**config.mk**
```make
export PLATFORM = sky130hd
export DESIGN_NAME = quad_serial_irq_status_clock
export DESIGN_NICKNAME = d
export VERILOG_FILES = /design/src/rtl/qsi_pkg.sv /design/src/rtl/port_irq_output.sv /design/src/rtl/quad_serial_irq_status_clock.sv
export VERILOG_INCLUDE_DIRS = /design/src /design/src/rtl
export SDC_FILE = /design/constraint.sdc
export NUM_CORES = 1
export LEC_CHECK = 0
export ABC_CLOCK_PERIOD_IN_PS = 2750
export BUFFER_PORTS_ARGS = -buffer_cell sky130_fd_sc_hd__buf_4
export CORE_UTILIZATION = 33
export CTS_CLUSTER_DIAMETER = 40
export DETAILED_ROUTE_END_ITERATION = 12
export PLACE_DENSITY = 0.58
export SLEW_MARGIN = 20
export SYNTH_ARGS = -nofsm -noshare
export SYNTH_HDL_FRONTEND = slang
export SYNTH_SLANG_ARGS = --single-unit
```
**constraint.sdc**
```tcl
create_clock -name clock -period 2.75 [get_ports clock]
set_clock_uncertainty 0.05 [all_clocks]
set_input_delay 0.55 -clock clock [delete_from_list [all_inputs] [get_ports clock]]
set_output_delay 0.55 -clock clock [all_outputs]
set_load 0.05 [all_outputs]
```
**src/rtl/qsi_cfg.svh**
```systemverilog
`ifndef QSI_CFG_SVH
`define QSI_CFG_SVH
// Host I/O window geometry
`define QSI_ADDR_W          16
`define QSI_PORT_COUNT      4
`define QSI_WINDOW_SPAN     16'h0008
`define QSI_WINDOW_SHIFT    3
`define QSI_STATUS_OFFSET   3'h7
`define QSI_DEFAULT_BASE    16'h0280
// Pending summary field layout
`define QSI_PEND_LSB        0
`define QSI_PEND_MSB        3
`define QSI_UNDRIVEN_VALUE  4'h0
// Prescale select encodings
`define QSI_SEL_QUARTER     2'h0
`define QSI_SEL_HALF        2'h1
`define QSI_SEL_UNITY       2'h2
// Divide ratios
`define QSI_RATIO_QUARTER   3'h4
`define QSI_RATIO_HALF      3'h2
`define QSI_RATIO_UNITY     3'h1
`define QSI_PRESCALE_CNT_W  2
`endif

```
**src/rtl/qsi_pkg.sv**
```systemverilog
package qsi_pkg;
  typedef enum logic [1:0] {
    prescale_quarter = 2'h0,
    prescale_half    = 2'h1,
    prescale_unity   = 2'h2
  } prescale_select_setting_t;

  typedef enum logic {
    irqModeNormal = 1'b0,
    irqModeShared = 1'b1
  } irq_mode_t;

  typedef struct packed {
    logic        readStrobe;
    logic [15:0] address;
  } host_read_t;

  typedef struct packed {
    logic       hit;
    logic [7:0] data;
  } host_answer_t;
endpackage

```
**src/rtl/port_irq_output.sv**
```systemverilog
`timescale 1ns/1ps
`include "qsi_cfg.svh"
module port_irq_output
  import qsi_pkg::*;
(
  // Clocking
  input  wire logic              clock,
  input  wire logic              sys_rst,
  // Per-port controls
  input  wire logic              uartIrq,
  input  wire qsi_pkg::irq_mode_t irqMode,
  input  wire logic              pullDownFitted,
  // Request line drive
  output logic                   irqOut,
  output logic                   irqOutEn
);
  import qsi_pkg::*;

  logic next_irqOut;
  logic next_irqOutEn;

  // Shared mode drives only the high level, so the line idles low through the
  // pull-down; without it the line never sees a clean edge.
  always_comb begin
    next_irqOut   = uartIrq;
    next_irqOutEn = 1'b1;
    if (irqMode == irqModeShared) begin
      next_irqOut   = uartIrq & pullDownFitted;
      next_irqOutEn = uartIrq & pullDownFitted;
    end
  end

  always_ff @(posedge clock or posedge sys_rst) begin
    if (sys_rst) begin
      irqOut   <= 1'b0;
      irqOutEn <= 1'b0;
    end else begin
      irqOut   <= next_irqOut;
      irqOutEn <= next_irqOutEn;
    end
  end
endmodule

```
**src/rtl/quad_serial_irq_status_clock.sv**
```systemverilog
// Operation
// Read-only 8-bit register flags each port with an interrupt pending.
// Bits 0..3 follow port 1..4 interrupt lines.
// Register decoded at offset 7 of each port's eight-location window.
// All four decoded copies return the same contents.
// Bits 4..7 undriven; host treats them as undefined. The code returns them as QSI_UNDRIVEN_VALUE (4'h0).
// UART reference clock prescaled by 4, 2 or 1 from one setting.
// Divide by 4 gives conventional rates up to 115.2 kbit/s.
// Divide by 2 doubles rates, up to 230.4 kbit/s.
// Divide by 1 reaches 460.8 kbit/s with divisor one.
// Host divisor in divide-by-1 is 460800 over the wanted rate.
// Host divisor in divide-by-2 is 230400 over the wanted rate.
// Each port offers normal or shared interrupt output mode.
// Shared output without a pull-down cannot assert a request.
// Host decode compares all 16 address bits.
// Each port takes eight locations; port n at base plus 8(n-1).
// Reading the register has no side effect.
`timescale 1ns/1ps
`include "qsi_cfg.svh"
module quad_serial_irq_status_clock
  import qsi_pkg::*;
#(
  parameter int PORTS = `QSI_PORT_COUNT
)
(
  // Clocking
  input  wire logic                             clock,
  input  wire logic                             sys_rst,
  // Host I/O read
  input  wire qsi_pkg::host_read_t              hostRead,
  input  wire logic [15:0]                      portBase,
  output qsi_pkg::host_answer_t                 hostAnswer,
  // UART cores
  input  wire logic [PORTS-1:0]                 uartIrq,
  output logic                                  uartClockEnable,
  // Settings
  input  wire qsi_pkg::prescale_select_setting_t prescaleSelect,
  input  wire qsi_pkg::irq_mode_t [PORTS-1:0]   irqModeSetting,
  input  wire logic [PORTS-1:0]                 pullDownFitted,
  // Interrupt request lines
  output logic [PORTS-1:0]                      irqOut,
  output logic [PORTS-1:0]                      irqOutEn
);
  import qsi_pkg::*;

  // Elaboration checks: one summary bit per port, a power-of-two window span,
  // a counter wide enough for the largest ratio
  if (PORTS != `QSI_PORT_COUNT) begin : gBadPorts
    $error("PORTS must equal the four status bits");
  end

  if ((`QSI_PEND_MSB - `QSI_PEND_LSB + 1) != PORTS) begin : gBadField
    $error("Pending field width must equal PORTS");
  end

  if ((1 << `QSI_WINDOW_SHIFT) != `QSI_WINDOW_SPAN) begin : gBadSpan
    $error("Window span must equal two to the window shift");
  end

  if (`QSI_RATIO_QUARTER > (1 << `QSI_PRESCALE_CNT_W)) begin : gBadCount
    $error("Prescale counter too narrow for the divide-by-4 ratio");
  end

  // Address decode: one full-width comparator per port window. The extra top
  // bit stops a window near the end of I/O space wrapping onto low addresses.
  logic [`QSI_ADDR_W:0] windowStatus [PORTS];
  logic [PORTS-1:0]     windowHit;
  logic                 statusHit;
  logic [7:0]           summary;

  always_comb begin
    for (int w = 0; w < PORTS; w++) begin
      windowStatus[w] = {1'b0, portBase} + 17'(w * `QSI_WINDOW_SPAN) + 17'(`QSI_STATUS_OFFSET);
      windowHit[w]    = ({1'b0, hostRead.address} == windowStatus[w]);
    end
    // Every window answers with one shared summary
    statusHit = |windowHit;
    // Upper bits have no UART behind them and read as a fixed value
    summary   = {`QSI_UNDRIVEN_VALUE, uartIrq}; // see see
  end

  // Answer register; reads are pure, pending bits only follow the UARTs
  host_answer_t next_hostAnswer;

  always_comb begin
    next_hostAnswer.hit  = hostRead.readStrobe && statusHit;
    next_hostAnswer.data = hostAnswer.data;
    if (hostRead.readStrobe && statusHit) begin
      next_hostAnswer.data = summary;
    end
  end

  always_ff @(posedge clock or posedge sys_rst) begin
    if (sys_rst) begin
      hostAnswer <= '0;
    end else begin
      hostAnswer <= next_hostAnswer;
    end
  end

  // Prescaler: one-cycle enable every 4, 2 or 1 clocks. The UARTs run on the
  // same clock and take this pulse as their reference tick, so no second
  // clock domain appears.
  logic [`QSI_PRESCALE_CNT_W-1:0] prescaleCount;
  logic [`QSI_PRESCALE_CNT_W-1:0] next_prescaleCount;
  logic [2:0]                     ratio;
  logic [2:0]                     lastCount;
  logic                           next_uartClockEnable;

  // Select code 3 has no ratio of its own; it falls back to divide-by-4 so a
  // missing setting still gives the conventional rates. A count already past
  // a newly chosen last value wraps on the next clock rather than running on.

  always_comb begin
    unique case (prescaleSelect)
      prescale_quarter: ratio = `QSI_RATIO_QUARTER;
      prescale_half:    ratio = `QSI_RATIO_HALF;
      prescale_unity:   ratio = `QSI_RATIO_UNITY;
      default:          ratio = `QSI_RATIO_QUARTER;
    endcase
    lastCount = ratio - 3'h1;
    if (3'(prescaleCount) >= lastCount) begin
      next_prescaleCount   = '0;
      next_uartClockEnable = 1'b1;
    end else begin
      next_prescaleCount   = prescaleCount + 2'h1;
      next_uartClockEnable = 1'b0;
    end
  end

  always_ff @(posedge clock or posedge sys_rst) begin
    if (sys_rst) begin
      prescaleCount   <= '0;
      uartClockEnable <= 1'b0;
    end else begin
      prescaleCount   <= next_prescaleCount;
      uartClockEnable <= next_uartClockEnable;
    end
  end

  // Per-port interrupt output stage
  for (genvar p = 0; p < PORTS; p++) begin : gPort
    port_irq_output irqStage (
      .clock          (clock),
      .sys_rst        (sys_rst),
      .uartIrq        (uartIrq[p]),
      .irqMode        (irqModeSetting[p]),
      .pullDownFitted (pullDownFitted[p]),
      .irqOut         (irqOut[p]),
      .irqOutEn       (irqOutEn[p])
    );
  end
endmodule

```
==> impl_metrics.env, run 1 <==
export IMPL_synth_edf_count=0
export IMPL_ys_ff_latch=16
export IMPL_combinationalPowerShare=0.566
export IMPL_drive_above_1_share=0.434
export IMPL_crit_family="simple AND/OR/NAND/NOR gates"
export IMPL_r2r_start="prescaleCount[0]$_DFF_PP0_"
export IMPL_final_area_um2=3350
export IMPL_slew_viol_final=0
export IMPL_drt_initial_drc_count=235
export IMPL_firstDrtPassIters=4
export IMPL_vias_per_cell=5.64
export IMPL_holdCritPathClass="in -> async"
export IMPL_cp_max_fo=4
export IMPL_place_area_um2=3170
export IMPL_cp_arrival_ps=2780
export IMPL_slew_limit_headroom=0.617
export IMPL_drcViolationCount=0
export IMPL_root_buffer="clkbuf_8"
export IMPL_cp_depth=9
export IMPL_clockPowerShare=0.163
export IMPL_ant_nets=0
export IMPL_intPower_mw=0.627
export IMPL_critical_path_buf_inv_count=1
export IMPL_netlist_instances=282
export IMPL_critPathMaxStageDelay_ps=500
export IMPL_fin_total_pwr_mw=1.03
export IMPL_antenna_found_initial=0
export IMPL_hold_viol_final=0
export IMPL_outcome="complete, no violations"
export IMPL_worst_setup_path_type="in -> reg"
export IMPL_wl_per_cell_um=15.3
export IMPL_stdcell_count=469
export IMPL_synthArstFlopShare=1.00
export IMPL_p_leak_nw=1.49
export IMPL_synth_most_common_cell="nand2_1"
export IMPL_fin_hold_ws_ps=315
export IMPL_path_cells="buf_4 -> xnor2_1 -> or4_4 -> a2111oi_4 -> and3_4 -> nand3_2 -> o41ai_4 -> a2bb2oi_4 -> mux2_1"
export IMPL_routed_wl_um=7180
export IMPL_core_um2=6390
export IMPL_nets=447
export IMPL_period_needed_ps=2700
export IMPL_synth_area_um2=2210
export IMPL_worst_pin_slew_ps=573
export IMPL_cts_tree="done"
export IMPL_worstReg2RegEnd="prescaleCount[1]$_DFF_PP0_"
export IMPL_dp_cells=465
export IMPL_grt_ovfl_total=0
export IMPL_grt_pass1_vias=2428
export IMPL_netlist_top_cells_count="nand2_1, xnor2_1, dfrtp_1, buf_4, inv_1"
export IMPL_reg2reg_slack_ps=1490
export IMPL_cts_sinks=16
export IMPL_synth_seq_area_share=0.182
export IMPL_cpMaxStageDelayCell="or4_4"
export IMPL_fin_crit_sh=0.982
export IMPL_powerDensity_nw_per_um2=308
export IMPL_seq_power_share=0.271
export IMPL_row_count=29
export IMPL_synth_top_area_share=0.182
export IMPL_crit_start="portBase[14]"
export IMPL_ys_top_cells_by_area="dfrtp_1, xnor2_1, nand2_1"
export IMPL_crit_required_ps=2830
export IMPL_p_sw_mw=0.404
export IMPL_yosysTopAreaCell="dfrtp_1"
export IMPL_syn2layout_area_growth_pct=51.9
export IMPL_dieArea_um2=7020
export IMPL_clock_latency_ps=240
export IMPL_report_final_setup_viol=0
export IMPL_cts_max_path_buffers=2
export IMPL_synth_avg_cell_area_um2=7.82
export IMPL_diodes=0
export IMPL_initial_core_util=0.345
export IMPL_yosys_warnings=0
export IMPL_vias=2644
export IMPL_htreeDepth=1
export IMPL_grt_max_degree=17
export IMPL_numCtsBuffers=3
export IMPL_endpoint="hostAnswer[1]$_DFFE_PP0P_"
export IMPL_cp_start_kind="input pin"
export IMPL_swShare=0.392
export IMPL_cp_end_kind="flip-flop"
export IMPL_die_w_um=83.8
export IMPL_worstRegToRegCells=5
export IMPL_maxCapViolations=0
export IMPL_io_buffers=62
export IMPL_dp_hpwl_um=5980
export IMPL_path_clk_slew_ps=60
export IMPL_synthFlopType="dfrtp_1"
export IMPL_grt_pass1_wl_um=11400
export IMPL_ys_types=61
export IMPL_clock_fmax_mhz=370
export IMPL_ir_worst_vdd_v=0.000432
export IMPL_die_y_um=83.8
export IMPL_gp_congestion=0.973
export IMPL_ios=67
export IMPL_track_usage=0.200
## metal layers
metal	global-route usage	vias up	wire length, µm
met5	0	-	0
li1	-	1261	-
met1	0.260	1218	3180
met4	0.0786	0	217
met2	0.331	143	3250
met3	0.0297	22	532
## area by class of cell
cell class              count  area, µm²
multi-input cells         226       1760
clock buffers               3       41.3
well taps                  77       96.3
inverters                  14       55.1
flip-flops and latches     16        400
fillers                   617       3040
repair buffers            133        998
## flip-flops by register name (all words and copies together), names as in the netlist
signal                   flops
hostAnswer                   5
gPort.irqStage.irqOut        4
gPort.irqStage.irqOutEn      4
uartClockEnable              1
prescaleCount                2
## how the worst min path moves through the flow
stage                                          start  slack [ps]                            endpoint
after floorplan           prescaleCount[0]$_DFF_PP0_         390          prescaleCount[0]$_DFF_PP0_
after global placement    prescaleCount[0]$_DFF_PP0_         410          prescaleCount[0]$_DFF_PP0_
after detailed placement  prescaleCount[0]$_DFF_PP0_         430          prescaleCount[0]$_DFF_PP0_
after CTS                                    sys_rst         340  gPort[2].irqStage.irqOut$_DFF_PP0_
after global routing                         sys_rst         360  gPort[0].irqStage.irqOut$_DFF_PP0_
final                                        sys_rst         320  gPort[2].irqStage.irqOut$_DFF_PP0_
## cell families after synthesis
kind of cell | share of synthesized area
DFF | 0.182
AOI/OAI and AO/OA | 0.250
xor gates and xnor gates | 0.147
buffers and inverters | 0.0987
and+or+nand+nor | 0.264
muxes | 0.0346
other | 0.00170
adders and majority gates | 0.0227
## timing repair
item                       in CTS  in global routing
setup endpoints to repair       4                  4
gates resized for setup         2                 23
setup buffers                   0                  1
hold endpoints to repair        0                  0
pin swaps                       0                  5
hold buffers                    0                  0
## placed cells by master (no fill, tap or decap), drive strengths merged, types with 2 or more instances in the layout
cell / count
conb: 4
nor3: 12
a21o: 4
nor4: 8
ha: 4
and4: 4
o31ai: 3
nand3: 10
nor3b: 2
a21boi: 4
a2111oi: 6
mux2: 5
xor2: 11
nand2b: 4
a22oi: 2
xnor2: 26
clkbuf: 3
o211ai: 3
o21ai: 6
and2: 6
a31o: 2
a311oi: 2
nand4: 9
a32oi: 2
nand2: 29
a211oi: 3
o41ai: 3
dfrtp: 16
and3: 7
mux2i: 2
a211o: 2
inv: 14
a31oi: 5
nor2: 8
o22ai: 3
or4: 3
buf: 133
a21oi: 9
## per-stage QoR
stage	setup slack [ps]	setup TNS (ps)	utilization
6_report	50.1	0	0.525
4_1_cts	5.16	0	0.505
3_5_place_dp	-342	-1330	0.497
5_1_grt	-12.8	-30.6	0.525
2_1_floorplan	-26.6	-106	-
3_3_place_gp	-228	-921	0.497
## power by group through the flow
stage | clock [mW] | sequential, mW | combinational [mW]
finish | 0.168 | 0.280 | 0.584
floorplan | 0 | 0.308 | 0.310
CTS | 0.172 | 0.280 | 0.561
detailed placement | 0 | 0.284 | 0.557
global placement | 0 | 0.282 | 0.554
global route | 0.187 | 0.282 | 0.639
Power figures use the tool's default switching activity.
==> run 2, diff against run 1 <==
--- a/config.mk
+++ b/config.mk
@@ -11,8 +11,9 @@
 export CORE_UTILIZATION = 33
 export CTS_CLUSTER_DIAMETER = 40
 export DETAILED_ROUTE_END_ITERATION = 12
-export PLACE_DENSITY = 0.58
+export PLACE_DENSITY = 0.59
 export SLEW_MARGIN = 20
 export SYNTH_ARGS = -nofsm -noshare
 export SYNTH_HDL_FRONTEND = slang
+export SYNTH_HIERARCHICAL = 1
 export SYNTH_SLANG_ARGS = --single-unit
==> impl_metrics.env, run 2 <==
export IMPL_outcome="finished, violations left"
export IMPL_violations="setup timing"
export IMPL_ant_nets=0
export IMPL_worst_pin_slew_ps=682
export IMPL_cp_start_kind="input pin"
export IMPL_p_leak_nw=1.53
export IMPL_firstDrtPassIters=4
export IMPL_drive_above_1_share=0.410
export IMPL_report_final_setup_viol=4
export IMPL_final_common_cell="buf_4"
export IMPL_largest_reg_flops=5
export IMPL_row_count=29
export IMPL_drt_initial_drc_count=173
export IMPL_grt_pass1_wl_um=12200
export IMPL_die_y_um=83.0
export IMPL_ys_top_cells_by_area="dfrtp_1, xnor2_1, xor2_1"
export IMPL_io_buffers=62
export IMPL_period_needed_ps=2950
export IMPL_critical_path_buf_inv_count=2
export IMPL_cp_end_kind="flip-flop"
export IMPL_fin_crit_sh=1.07
export IMPL_routed_wl_um=7440
export IMPL_synthFlopType="dfrtp_1"
export IMPL_drcViolationCount=0
export IMPL_stdcell_count=489
export IMPL_synth_area_um2=2170
export IMPL_yosys_warnings=6
export IMPL_yosysTopAreaCell="dfrtp_1"
export IMPL_worst_setup_path_type="in -> reg"
export IMPL_max_flop_register="hostAnswer"
export IMPL_holdCritPathClass="in -> async"
export IMPL_path_cells="buf_4 -> inv_2 -> ha_4 -> or4b_4 -> nand2_4 -> o41ai_1 -> or3_1 -> or4_4 -> a41oi_4 -> mux2_4"
export IMPL_synth_top_area_share=0.185
export IMPL_netlist_instances=280
export IMPL_place_area_um2=3240
export IMPL_worstReg2RegEnd="prescaleCount[1]$_DFF_PP0_"
export IMPL_antenna_found_initial=0
export IMPL_die_w_um=83.0
export IMPL_final_area_um2=3380
export IMPL_numCtsBuffers=3
export IMPL_ys_ff_latch=16
export IMPL_vias_per_cell=5.19
export IMPL_netlist_top_cells_count="xnor2_1, nand2_1, inv_1, dfrtp_1, nor3_1"
export IMPL_cp_arrival_ps=3030
export IMPL_hold_viol_final=0
export IMPL_dp_cells=481
export IMPL_htreeDepth=1
export IMPL_clock_fmax_mhz=339
export IMPL_grt_max_degree=11
export IMPL_clock_latency_ps=250
export IMPL_synthArstFlopShare=1.00
export IMPL_grt_ovfl_total=0
export IMPL_cts_tree="done"
export IMPL_synth_edf_count=0
export IMPL_slew_viol_final=0
export IMPL_core_um2=6350
export IMPL_vias=2540
export IMPL_synth_avg_cell_area_um2=7.74
export IMPL_rsz0062_at_grt="true"
export IMPL_crit_required_ps=2840
export IMPL_fin_tns_setup_ps=-764
export IMPL_worst_slack_ps=-196
export IMPL_crit_family="simple AND/OR/NAND/NOR gates"
export IMPL_cts_max_path_buffers=2
export IMPL_fin_hold_ws_ps=127
export IMPL_dp_hpwl_um=6280
export IMPL_nets=466
export IMPL_powerDensity_nw_per_um2=325
export IMPL_synth_most_common_cell="xnor2_1"
export IMPL_ys_types=65
export IMPL_postCtsHoldBufs=0
export IMPL_cpMaxStageDelayCell="or4_4"
export IMPL_track_usage=0.218
export IMPL_gp_congestion=0.909
export IMPL_dieArea_um2=6890
export IMPL_syn2layout_area_growth_pct=55.9
export IMPL_critPathMaxStageDelay_ps=560
export IMPL_post_place_ws_ps=-503
export IMPL_initial_core_util=0.341
export IMPL_layout_common_cells="buf_4, xnor2_1, nand2_1"
export IMPL_ir_worst_vdd_v=0.000301
export IMPL_reg2reg_slack_ps=1470
export IMPL_maxCapViolations=0
export IMPL_synth_seq_area_share=0.185
export IMPL_r2r_start="prescaleCount[0]$_DFF_PP0_"
export IMPL_largest_registers="hostAnswer (5), gPort.irqStage/irqOut (4), gPort.irqStage/irqOutEn (4)"
export IMPL_utilization=0.532
export IMPL_cp_max_fo=5
export IMPL_fin_total_pwr_mw=1.10
export IMPL_wl_per_cell_um=15.2
export IMPL_path_clk_slew_ps=60
export IMPL_grt_pass1_vias=2463
export IMPL_diodes=0
export IMPL_root_buffer="clkbuf_8"
export IMPL_cts_sinks=16
export IMPL_worstRegToRegCells=5
export IMPL_slew_limit_headroom=0.542
export IMPL_ios=67
-- run 2: cell count changes in the layout (fill, tap and decap cells not counted), sizes merged, moves of 4 or more --
| cell | change |
|---|---|
| a2111oi | -6 |
| and3 | -4 |
| buf | +10 |
| inv | +6 |
| nand2 | -4 |
| nand3b | +4 |
| nor2 | +6 |
| nor3 | +5 |
-- run 2: worst max path at each step --
stage / startpoint / endpoint / slack, ps / depth (start not counted)
floorplan: portBase[2] / hostAnswer[0]$_DFFE_PP0P_ / -270 / 8
global placement: portBase[0] / hostAnswer[1]$_DFFE_PP0P_ / -460 / 10
detailed placement: portBase[0] / hostAnswer[1]$_DFFE_PP0P_ / -500 / 10
CTS: portBase[3] / hostAnswer[3]$_DFFE_PP0P_ / -230 / 8
global route: portBase[3] / hostAnswer[3]$_DFFE_PP0P_ / -330 / 8
finish: portBase[1] / hostAnswer[3]$_DFFE_PP0P_ / -200 / 10
-- run 2: final cells by class --
type                            count  area, µm²
Fill cell                         623       2970
Sequential cell                    16        400
Timing Repair Buffer              143       1090
Inverter                           20       75.1
Clock buffer                        4       55.1
Multi-Input combinational cell    229       1660
Tap cell                           77       96.3
-- run 2: cells by family after synthesis --
group                      after synthesis  share of synthesized area
buffers and inverters                   38                     0.0849
adders and majority gates                4                     0.0231
muxes                                    7                     0.0346
xor gates and xnor gates                40                      0.169
other                                    1                    0.00173
AOI/OAI and AO/OA                       65                      0.225
DFF                                     16                      0.185
and+or+nand+nor                        109                      0.278
-- run 2: report_power, final --
group          internal, mW  switching (mW)
registers             0.264          0.0154
logic                 0.282           0.328
clock network         0.127          0.0809
total                 0.673           0.424
-- run 2: what timing repair did --
item                                    in CTS  in global routing
endpoints found under the setup margin       4                  4
resized for setup                            7                  3
pin swaps                                    6                  3
setup buffers                                4                  0
-- run 2: per-layer routing --
metal	wire, µm	track usage
met1	3470	0.313
met2	3460	0.361
met3	434	0.0239
met4	78	0.0313
met5	0	0
==> run 3, diff against run 2 <==
--- a/config.mk
+++ b/config.mk
@@ -11,7 +11,7 @@
 export CORE_UTILIZATION = 33
 export CTS_CLUSTER_DIAMETER = 40
 export DETAILED_ROUTE_END_ITERATION = 12
-export PLACE_DENSITY = 0.59
+export PLACE_DENSITY = 0.54
 export SLEW_MARGIN = 20
 export SYNTH_ARGS = -nofsm -noshare
 export SYNTH_HDL_FRONTEND = slang
==> impl_metrics.env, run 3 (synthesis results as in run 2) <==
export IMPL_fin_total_pwr_mw=1.11
export IMPL_worst_setup_path_type="in -> reg"
export IMPL_maxCapViolations=0
export IMPL_cts_sinks=16
export IMPL_cts_tree="done"
export IMPL_layout_common_cells="buf_4, xnor2_1, nand2_1"
export IMPL_grt_pass1_wl_um=12200
export IMPL_die_w_um=83.0
export IMPL_stdcell_count=496
export IMPL_slew_limit_headroom=0.579
export IMPL_io_buffers=62
export IMPL_dp_cells=491
export IMPL_ant_nets=0
export IMPL_vias=2596
export IMPL_initial_core_util=0.341
export IMPL_die_y_um=83.0
export IMPL_antenna_found_initial=0
export IMPL_drt_initial_drc_count=119
export IMPL_htreeDepth=1
export IMPL_r2r_start="prescaleCount[0]$_DFF_PP0_"
export IMPL_post_place_ws_ps=-513
export IMPL_ir_worst_vdd_v=0.000336
export IMPL_final_area_um2=3490
export IMPL_outcome="finished, violations left"
export IMPL_syn2layout_area_growth_pct=60.9
export IMPL_hold_viol_final=0
export IMPL_grt_pass1_vias=2540
export IMPL_diodes=0
export IMPL_worst_slack_ps=-183
export IMPL_dp_hpwl_um=6240
export IMPL_place_area_um2=3330
export IMPL_reg2reg_slack_ps=1480
export IMPL_holdCritPathClass="in -> async"
export IMPL_final_common_cell="buf_4"
export IMPL_numCtsBuffers=3
export IMPL_period_needed_ps=2930
export IMPL_grt_max_degree=11
export IMPL_path_clk_slew_ps=60
export IMPL_p_leak_nw=1.58
export IMPL_cp_arrival_ps=3010
export IMPL_largest_reg_flops=5
export IMPL_cts_max_path_buffers=2
export IMPL_rsz0062_at_grt="true"
export IMPL_fin_hold_ws_ps=129
export IMPL_crit_required_ps=2830
export IMPL_slew_viol_final=0
export IMPL_firstDrtPassIters=4
export IMPL_fin_crit_sh=1.07
export IMPL_clock_latency_ps=240
export IMPL_clock_fmax_mhz=341
export IMPL_drcViolationCount=0
export IMPL_endpoint="hostAnswer[3]$_DFFE_PP0P_"
export IMPL_routed_wl_um=7360
export IMPL_max_flop_register="hostAnswer"
export IMPL_cp_start_kind="input pin"
export IMPL_wl_per_cell_um=14.8
export IMPL_drive_above_1_share=0.425
export IMPL_worst_pin_slew_ps=627
export IMPL_fin_tns_setup_ps=-711
export IMPL_dieArea_um2=6890
export IMPL_report_final_setup_viol=4
export IMPL_largest_registers="hostAnswer (5), gPort.irqStage/irqOut (4), gPort.irqStage/irqOutEn (4)"
export IMPL_ios=67
export IMPL_worstRegToRegCells=5
export IMPL_nets=473
export IMPL_root_buffer="clkbuf_8"
export IMPL_cp_end_kind="flip-flop"
export IMPL_core_um2=6350
export IMPL_utilization=0.549
export IMPL_track_usage=0.215
export IMPL_vias_per_cell=5.23
export IMPL_grt_ovfl_total=0
export IMPL_crit_start="portBase[3]"
export IMPL_violations="setup timing"
export IMPL_powerDensity_nw_per_um2=318
export IMPL_worstReg2RegEnd="prescaleCount[1]$_DFF_PP0_"
export IMPL_cp_max_fo=6
export IMPL_row_count=29
export IMPL_gp_congestion=0.907
run 3: per-layer routing:
metal  track usage  up-vias  routed length, µm
met3        0.0249        4                380
met1         0.289     1208               3430
met4        0.0392        0                 62
met5             0        -                  0
met2         0.374       87               3480
li1              -     1297                  -
run 3: final cells by class:
type | count | area (µm²)
clock buffer | 4 | 55.1
multi-input combinational | 229 | 1690
sequential | 16 | 400
fill | 592 | 2860
tap | 77 | 96.3
inverter | 20 | 80.1
timing repair buffer | 150 | 1160
run 3: how the worst min path moves through the flow:
stage,depth (start not counted),start,to
6_report,2,sys_rst,gPort[1].irqStage/irqOut$_DFF_PP0_
5_1_grt,2,sys_rst,gPort[3].irqStage/irqOutEn$_DFF_PP0_
4_1_cts,2,sys_rst,gPort[2].irqStage/irqOutEn$_DFF_PP0_
3_5_place_dp,2,sys_rst,gPort[0].irqStage/irqOutEn$_DFF_PP0_
3_3_place_gp,2,sys_rst,gPort[1].irqStage/irqOut$_DFF_PP0_
2_1_floorplan,1,sys_rst,gPort[0].irqStage/irqOut$_DFF_PP0_
run 3: critical path: stages:
cell and delay (ps):
buf_8 110, or4_4 560, buf_6 140, nor2_2 80, nor3_1 60, or3_1 340
or4_4 560, a41oi_4 270, mux2_4 330
run 3: where the power goes:
part | internal, mW | switching [mW]
Sequential | 0.264 | 0.0165
Clock | 0.127 | 0.0789
Combinational | 0.295 | 0.329
run 3: repair_timing:
item / in CTS / in global routing
setup buffers: 1 / 0
resized for setup: 8 / 10
pin swaps: 8 / 3
endpoints found under the setup margin: 4 / 4
hold buffers: 0 / 0
cloned: 0 / 0
